### src/rtl/swc_pkg.sv
// constants and register map of the sleep and wake controller
//
// Behaviour
// - sleep clears watchdog, power-down flag; sets timeout
// - enabled watchdog keeps counting while asleep
// - oscillator stopped in sleep, clocked peripherals silent
// - io ports hold their drive during sleep
// - master clear resets; watchdog, interrupt resume
// - watchdog wake clears the timeout flag
// - only eight listed peripheral sources can wake
// - wake needs individual enable, ignores global enable
// - after wake run next op, then vector if enabled
// - sleep prefetches next sequential instruction address
// - watchdog cleared on every wake
// - pending enabled interrupt makes sleep a no-op
// - interrupt during sleep: complete sleep, wake at once
// - power-down flag set at power-up, cleared entering sleep
// - watchdog reset stays internal, pin not driven
package swc_pkg;

    // ----------------------------------------------------------------
    // register offsets
    // ----------------------------------------------------------------
    localparam logic [7:0]  CTRL_OFS      = 8'h00;
    localparam logic [7:0]  WAKE_EN_OFS   = 8'h04;
    localparam logic [7:0]  STATUS_OFS    = 8'h08;
    localparam logic [7:0]  INT_STAT_OFS  = 8'h0c;
    localparam logic [7:0]  INT_MASK_OFS  = 8'h10;
    localparam logic [7:0]  WDT_CNT_OFS   = 8'h14;

    // ----------------------------------------------------------------
    // reset values and fixed codes
    // ----------------------------------------------------------------
    localparam logic        PD_RESET      = 1'b1;
    localparam logic        TO_RESET      = 1'b1;
    localparam logic [12:0] IRQ_VECTOR    = 13'h0004;
    localparam logic [12:0] PC_STEP       = 13'h0001;
    localparam int          NUM_SRC       = 8;
    localparam int          NUM_EVT       = 4;
    // interrupt status bits
    localparam int          EVT_SLEEP     = 0;
    localparam int          EVT_WAKE_IRQ  = 1;
    localparam int          EVT_WAKE_WDT  = 2;
    localparam int          EVT_RESET     = 3;

    // ----------------------------------------------------------------
    // timing
    // ----------------------------------------------------------------
    localparam int          CLK_PERIOD_NS = 25;
    localparam int          OSC_START_NS  = 1000;
    localparam int          OSC_START_CYC = (OSC_START_NS + CLK_PERIOD_NS - 1) / CLK_PERIOD_NS;

    typedef enum logic [1:0]
    {
        SWC_RUN   = 2'b00,
        SWC_SLEEP = 2'b01,
        SWC_START = 2'b10
    } swc_mode_t;

endpackage

### src/rtl/sleep_wake_control.sv
// sleep entry, wake detection, watchdog and status flags with apb registers
//
// Local design decisions: the register addresses and register access over APB.
`timescale 1ns/1ps
module sleep_wake_control
    import swc_pkg::*;
#(
    parameter int WDT_W = 16
)
(
    input  wire logic                clk,
    input  wire logic                reset,
    input  wire logic                psel,
    input  wire logic                penable,
    input  wire logic                pwrite,
    input  wire logic [7:0]          paddr,
    input  wire logic [31:0]         pwdata,
    output logic      [31:0]         prdata,
    output logic                     pready,
    output logic                     pslverr,
    input  wire logic                sleepExec,
    input  wire logic [12:0]         pcValue,
    input  wire logic                watchdogClearOp,
    input  wire logic                wdtTick,
    input  wire logic [NUM_SRC-1:0]  irqFlags,
    input  wire logic                globalIrqEnable,
    input  wire logic                masterClearPinN,
    output logic                     oscEnable,
    output logic                     ioHold,
    output logic                     fetchReq,
    output logic      [12:0]         fetchAddr,
    output logic                     resumeExec,
    output logic                     vectorReq,
    output logic      [12:0]         vectorAddr,
    output logic                     deviceReset,
    output logic                     powerDownFlag,
    output logic                     timeoutFlag,
    output logic                     irqOut
);

    // ----------------------------------------------------------------
    // state
    // ----------------------------------------------------------------
    localparam int OSC_W = $clog2(OSC_START_CYC + 1);
    localparam logic [OSC_W-1:0] OSC_LAST = OSC_W'(OSC_START_CYC - 1);

    typedef struct packed
    {
        swc_mode_t            mode;
        logic                 pdFlag;
        logic                 toFlag;
        logic [WDT_W-1:0]     wdtCnt;
        logic [OSC_W-1:0]     oscCnt;
        logic                 wakeByIrq;
        logic                 wdtEn;
        logic [NUM_SRC-1:0]   wakeEn;
        logic [NUM_EVT-1:0]   intStat;
        logic [NUM_EVT-1:0]   intMask;
        logic [31:0]          rdata;
        logic                 slvErr;
        logic                 fetch;
        logic [12:0]          nextPc;
        logic                 resume;
        logic                 vector;
        logic                 devRst;
    } swc_state_t;

    swc_state_t cur_ff;
    swc_state_t nxt_cur;

    logic                 setupPh;
    logic                 accessWr;
    logic                 mapped;
    logic                 wakePending;
    logic                 wdtExpire;
    logic                 mclrActive;
    logic [NUM_EVT-1:0]   evt;
    logic [NUM_EVT-1:0]   w1c;

    // ----------------------------------------------------------------
    // combinational next state
    // ----------------------------------------------------------------
    always_comb
    begin
        nxt_cur     = cur_ff;
        evt         = '0;
        w1c         = '0;
        setupPh     = psel && !penable;
        accessWr    = psel && penable && pwrite;
        mapped      = (paddr == CTRL_OFS) || (paddr == WAKE_EN_OFS) ||
                      (paddr == STATUS_OFS) || (paddr == INT_STAT_OFS) ||
                      (paddr == INT_MASK_OFS) || (paddr == WDT_CNT_OFS);
        wakePending = |(irqFlags & cur_ff.wakeEn);
        wdtExpire   = cur_ff.wdtEn && wdtTick && (&cur_ff.wdtCnt);
        mclrActive  = !masterClearPinN;

        nxt_cur.fetch  = 1'b0;
        nxt_cur.resume = 1'b0;
        nxt_cur.vector = 1'b0;
        nxt_cur.devRst = 1'b0;

        // watchdog counting, awake and asleep
        // runs while asleep
        if (cur_ff.wdtEn && wdtTick)
        begin
            nxt_cur.wdtCnt = cur_ff.wdtCnt + WDT_W'(1);
        end
        if (watchdogClearOp && cur_ff.mode == SWC_RUN)
        begin
            nxt_cur.wdtCnt = '0;
        end

        unique case (cur_ff.mode)
            SWC_RUN:
            begin
                if (cur_ff.resume && cur_ff.wakeByIrq && globalIrqEnable)
                begin
                    nxt_cur.vector = 1'b1;
                end
                if (wdtExpire)
                begin
                    nxt_cur.devRst = 1'b1;
                    nxt_cur.toFlag = 1'b0;
                    nxt_cur.wdtCnt = '0;
                    evt[EVT_RESET] = 1'b1;
                end
                else if (sleepExec && !wakePending)
                begin
                    nxt_cur.wdtCnt = '0;
                    nxt_cur.pdFlag = 1'b0;
                    nxt_cur.toFlag = 1'b1;
                    nxt_cur.fetch  = 1'b1;
                    nxt_cur.nextPc = pcValue + PC_STEP;
                    nxt_cur.mode   = SWC_SLEEP;
                    evt[EVT_SLEEP] = 1'b1;
                end
                // pending enabled flag leaves all untouched
            end
            SWC_SLEEP:
            begin
                if (mclrActive)
                begin
                    nxt_cur.devRst = 1'b1;
                    nxt_cur.wdtCnt = '0;
                    nxt_cur.mode   = SWC_RUN;
                    evt[EVT_RESET] = 1'b1;
                end
                else if (wdtExpire)
                begin
                    nxt_cur.toFlag    = 1'b0;
                    nxt_cur.wdtCnt    = '0;
                    nxt_cur.wakeByIrq = 1'b0;
                    nxt_cur.oscCnt    = '0;
                    nxt_cur.mode      = SWC_START;
                    evt[EVT_WAKE_WDT] = 1'b1;
                end
                else if (wakePending)
                begin
                    nxt_cur.wdtCnt    = '0;
                    nxt_cur.wakeByIrq = 1'b1;
                    nxt_cur.oscCnt    = '0;
                    nxt_cur.mode      = SWC_START;
                    evt[EVT_WAKE_IRQ] = 1'b1;
                end
            end
            SWC_START:
            begin
                if (mclrActive)
                begin
                    nxt_cur.devRst = 1'b1;
                    nxt_cur.mode   = SWC_RUN;
                    evt[EVT_RESET] = 1'b1;
                end
                else if (cur_ff.oscCnt == OSC_LAST)
                begin
                    nxt_cur.resume = 1'b1;
                    nxt_cur.mode   = SWC_RUN;
                end
                else
                begin
                    nxt_cur.oscCnt = cur_ff.oscCnt + OSC_W'(1);
                end
            end
            default:
            begin
                nxt_cur.mode = SWC_RUN;
            end
        endcase

        // register writes, taken in the access phase
        if (accessWr)
        begin
            unique case (paddr)
                CTRL_OFS:     nxt_cur.wdtEn   = pwdata[0];
                WAKE_EN_OFS:  nxt_cur.wakeEn  = pwdata[NUM_SRC-1:0];
                INT_STAT_OFS: w1c             = pwdata[NUM_EVT-1:0];
                INT_MASK_OFS: nxt_cur.intMask = pwdata[NUM_EVT-1:0];
                default:      ;
            endcase
        end
        // set wins over a write-one clear in the same cycle
        nxt_cur.intStat = (cur_ff.intStat & ~w1c) | evt;

        // read data and error prepared in the setup phase
        if (setupPh)
        begin
            nxt_cur.slvErr = !mapped;
            nxt_cur.rdata  = '0;
            unique case (paddr)
                CTRL_OFS:     nxt_cur.rdata[0]         = cur_ff.wdtEn;
                WAKE_EN_OFS:  nxt_cur.rdata[NUM_SRC-1:0] = cur_ff.wakeEn;
                STATUS_OFS:   nxt_cur.rdata[3:0]       = {cur_ff.mode, cur_ff.toFlag,
                                                          cur_ff.pdFlag};
                INT_STAT_OFS: nxt_cur.rdata[NUM_EVT-1:0] = cur_ff.intStat;
                INT_MASK_OFS: nxt_cur.rdata[NUM_EVT-1:0] = cur_ff.intMask;
                WDT_CNT_OFS:  nxt_cur.rdata[WDT_W-1:0] = cur_ff.wdtCnt;
                default:      ;
            endcase
        end
    end

    // ----------------------------------------------------------------
    // registers
    // ----------------------------------------------------------------
    always_ff @(posedge clk)
    begin
        if (reset)
        begin
            cur_ff        <= '0;
            cur_ff.mode   <= SWC_RUN;
            cur_ff.pdFlag <= PD_RESET;
            cur_ff.toFlag <= TO_RESET;
        end
        else
        begin
            cur_ff <= nxt_cur;
        end
    end

    // ----------------------------------------------------------------
    // outputs
    // ----------------------------------------------------------------
    assign prdata        = cur_ff.rdata;
    // zero wait states: read data is staged in the setup phase
    assign pready        = 1'b1;
    assign pslverr       = psel && penable && cur_ff.slvErr;
    // the clock keeps running here; oscEnable is what stops the oscillator
    // oscillator off only while asleep
    assign oscEnable     = (cur_ff.mode != SWC_SLEEP);
    assign ioHold        = (cur_ff.mode != SWC_RUN);
    assign fetchReq      = cur_ff.fetch;
    assign fetchAddr     = cur_ff.nextPc;
    assign resumeExec    = cur_ff.resume;
    assign vectorReq     = cur_ff.vector;
    assign vectorAddr    = IRQ_VECTOR;
    assign deviceReset   = cur_ff.devRst;
    assign powerDownFlag = cur_ff.pdFlag;
    assign timeoutFlag   = cur_ff.toFlag;
    assign irqOut        = |(cur_ff.intStat & cur_ff.intMask);
endmodule

### config.mk
export PLATFORM = sky130hd
export DESIGN_NAME = sleep_wake_control
export DESIGN_NICKNAME = d
export VERILOG_FILES = /design/src/rtl/swc_pkg.sv /design/src/rtl/sleep_wake_control.sv
export SDC_FILE = /design/constraint.sdc
export NUM_CORES = 1
export LEC_CHECK = 0
export BUFFER_PORTS_ARGS = -buffer_cell sky130_fd_sc_hd__buf_4
export CAP_MARGIN = 20
export CELL_PAD_IN_SITES_DETAIL_PLACEMENT = 0
export CELL_PAD_IN_SITES_GLOBAL_PLACEMENT = 1
export CORE_MARGIN = 2
export CORE_UTILIZATION = 29
export DETAILED_ROUTE_END_ITERATION = 8
export GPL_ROUTABILITY_DRIVEN = 1
export PLACE_DENSITY_LB_ADDON = 0.1
export SYNTH_ARGS = -nofsm -noshare
export SYNTH_HDL_FRONTEND = slang
export SYNTH_SLANG_ARGS = --single-unit
### constraint.sdc
create_clock -name clk -period 5.5 [get_ports clk]
set_input_delay 0.275 -clock clk [delete_from_list [all_inputs] [get_ports clk]]
set_output_delay 0.275 -clock clk [all_outputs]
set_load 0.01 [all_outputs]
==> run_results.csv <==
group,metric,value,unit
synthesis,netlist_instances,483,
clock_network,clock-root-buffer,"clkbuf_16",
power_and_ir_drop,swShare,0.243,
global_routing,antenna_found_initial,0,
timing,hold_violations,0,
global_routing,grtUsageMet1,0.190,
placed_design,gp_congestion,0.802,
clock_network,cts_sinks,78,
clock_network,clk_pin_slew_worst_paths,0.06,ns
layout,final_common_cell,"buf_4",
clock_network,cts_tree,"yes",
floorplan,fp.dieH,124,um
timing,slew_violations,0,
power_and_ir_drop,power,0.00133,W
layout,diodes,0,
drt,drc_errors,0,
layout,nFillCells,1471,
synthesis,synth_top_family_by_area,"simple AND/OR/NAND/NOR gates",
run,cap_viol_max_count,0,
floorplan,dieArea,15300,um^2
timing,fmaxAchievable,394,MHz
timing,min_period_over_period,0.461,
clock_network,holdBufCountCts,0,
floorplan,core,13900,um^2
timing,layout_min_cycle_time,2.53,ns
synthesis,synth_mux_area_frac,0.0497,
floorplan,num_rows,43,
synthesis,synth_warnings,0,
synthesis,yosys.area_share.simple,0.202,
global_routing,grt.total_usage,0.148,
synthesis,syn_area_per_cell,8.60,um^2
clock_network,cts_htree_levels,3,
drt,num_vias,3369,
synthesis,synth_xor_area_frac,0.0548,
layout,mostFrequentLayoutCells,"buf_4, dfxtp_1, nor2_1",
drt,avgViaCountPerCell,4.71,
timing,relSlewSlack,0.314,
placed_design,io_buffers,85,
power_and_ir_drop,pwr-share-comb,0.116,
layout,area.growth.synth_to_final,18.0,%
power_and_ir_drop,power.clock.fraction,0.440,
clock_network,ctsResizeCount,0,
global_routing,grt_busiest_layer,"met2",
drt,antenna_left,0,
clock_network,cts_setup_buffers,0,
worst_setup_path,cp.required,5.76,ns
floorplan,die_x,124,um
power_and_ir_drop,power_density,271,nW/um^2
synthesis,synth_edf_count,0,
power_and_ir_drop,seqPwrFrac,0.444,
clock_network,cts_buffers,9,
power_and_ir_drop,ir_drop,0.123,mV
drt,drt_iter0_drc,111,
global_routing,met3_usage,0.0403,
worst_setup_path,crit_path_start_kind,"flop",
synthesis,synth_compound_area_frac,0.157,
drt,wl_per_cell,15.1,um
timing,grt_setup_unrepaired,"false",
hold_path,hp-class,"in2reg",
worst_setup_path,cp_max_fo,11,
global_routing,globalRouteMet2Util,0.246,
synthesis,ys_ff_latch,78,
timing,fin_skew,0.00429,ns
worst_setup_path,crit_path_end_kind,"flop",
timing,fin_setup_tns,0,ns
worst_setup_path,crit_type,"reg2reg",
floorplan,initial_utilization,0.298,
timing,worst_pin_slew,1.02,ns
drt,wl,10.8,mm
layout,multi_input_area,2130,um^2
worst_setup_path,worstPathArrival,2.79,ns
synthesis,ys_seq_area_frac,0.376,
synthesis,synthAdderAreaFrac,0.0211,
synthesis,async_reset_ff_frac,0,
layout,register_area,1560,um^2
synthesis,synth-main-ff-cell,"dfxtp_1",
clock_network,clock_latency,0.33,ns
global_routing,grt_remaining_overflow,0,
synthesis,syn_area,4160,um^2
clock_network,clock_path_buffers,2,
global_routing,grt_pass1_wl,17.6,mm
floorplan,ios,140,
layout,nets,609,
power_and_ir_drop,p_leak,1.89,nW
layout,final_layout_size_suffix_gt1_frac,0.213,
drt,dr.pass1.iters,4,
global_routing,grt_pass1_vias,3389,
global_routing,grt_max_degree,49,
synthesis,ys_types,55,
placed_design,dp_hpwl,7.86,mm
outcome,status,"finished, final reports clean",
timing,holdWs,0.155,ns
power_and_ir_drop,p_sw,0.000324,W
timing,setup_viol,0,
power_and_ir_drop,p_int,0.00101,W
## worst paths after layout
check,to,startpoint,slack [ns],depth (start not counted)
worst max register to register,cur_ff[73],cur_ff[74],2.97,6
worst min register to register,vectorReq,cur_ff[67],0.44,2
worst max-delay path,cur_ff[73],cur_ff[74],2.97,6
worst min-delay path,fetchAddr[0],pcValue[0],0.15,2
## final cells by class
type / instances / share of cell area
tap: 180 / 0.0459
clock inverter: 4 / 0.00970
clock buffer: 11 / 0.0495
multi-input combinational: 344 / 0.434
sequential: 78 / 0.318
inverter: 10 / 0.00766
timing repair buffer: 88 / 0.135
## power groups by stage
stage,clock (W),combinational [W],sequential (W)
after floorplan,0,0.000113,0.000601
after global placement,0,0.000156,0.000603
after detailed placement,0,0.000156,0.000603
after CTS,0.000608,0.000157,0.000591
after global routing,0.000634,0.000173,0.000593
final,0.000585,0.000154,0.000591
## per-stage QoR
step	util	cell area, um^2	std cells	worst slack (ns)
final	0.352	4900	715	2.97
after global routing	0.352	4900	715	2.75
after CTS	0.352	4900	715	2.93
after detailed placement	0.331	4610	700	2.86
after global placement	0.331	4610	700	2.86
after floorplan	-	4260	511	3.38
## logic make-up (layout without fill, tap and decap cells)
group,Yosys count,after routing
AND/OR/NAND/NOR,165,165
buffers and inverters,89,113
multiplexers,19,19
adder cells (fa/ha/maj),7,7
AO/OA/AOI/OAI,97,97
flip-flops,78,78
XOR/XNOR,26,26
other,2,30
## worst max-delay path, stage by stage (launching register included)
cell and delay [ns]:
dfxtp_1 0.44, ha_1 0.23, nand2_1 0.13, nor4_4 0.66, a211oi_2 0.30, or4b_1 0.56, a21oi_1 0.14
## flip-flops by register name, indices dropped and copies added (netlist names)
signal,count
cur_ff,43
prdata,16
fetchAddr,13
deviceReset,1
fetchReq,1
powerDownFlag,1
resumeExec,1
timeoutFlag,1
vectorReq,1
## metal layers
metal  vias up  share of wire
li1       1712              -
met1      1564           0.46
met2        84           0.48
met3         9          0.057
met4         0         0.0085
met5         -              0
## Yosys cell counts (all sizes together), types with 4 or more instances
cell | instances | share of area
nor3 | 7 | 0.0096
o21ai | 18 | 0.022
a21oi | 29 | 0.035
nand2 | 33 | 0.030
ha | 7 | 0.021
nor2 | 60 | 0.054
buf | 64 | 0.11
xnor2 | 10 | 0.021
nand4 | 9 | 0.017
nor4 | 8 | 0.021
mux2i | 18 | 0.043
a221oi | 4 | 0.0084
nand2b | 5 | 0.0075
dfxtp | 78 | 0.38
xor2 | 16 | 0.034
a211oi | 15 | 0.028
clkbuf | 15 | 0.014
inv | 9 | 0.0081
a22oi | 10 | 0.018
nand3 | 25 | 0.030
(Power assumes the default switching activity.)
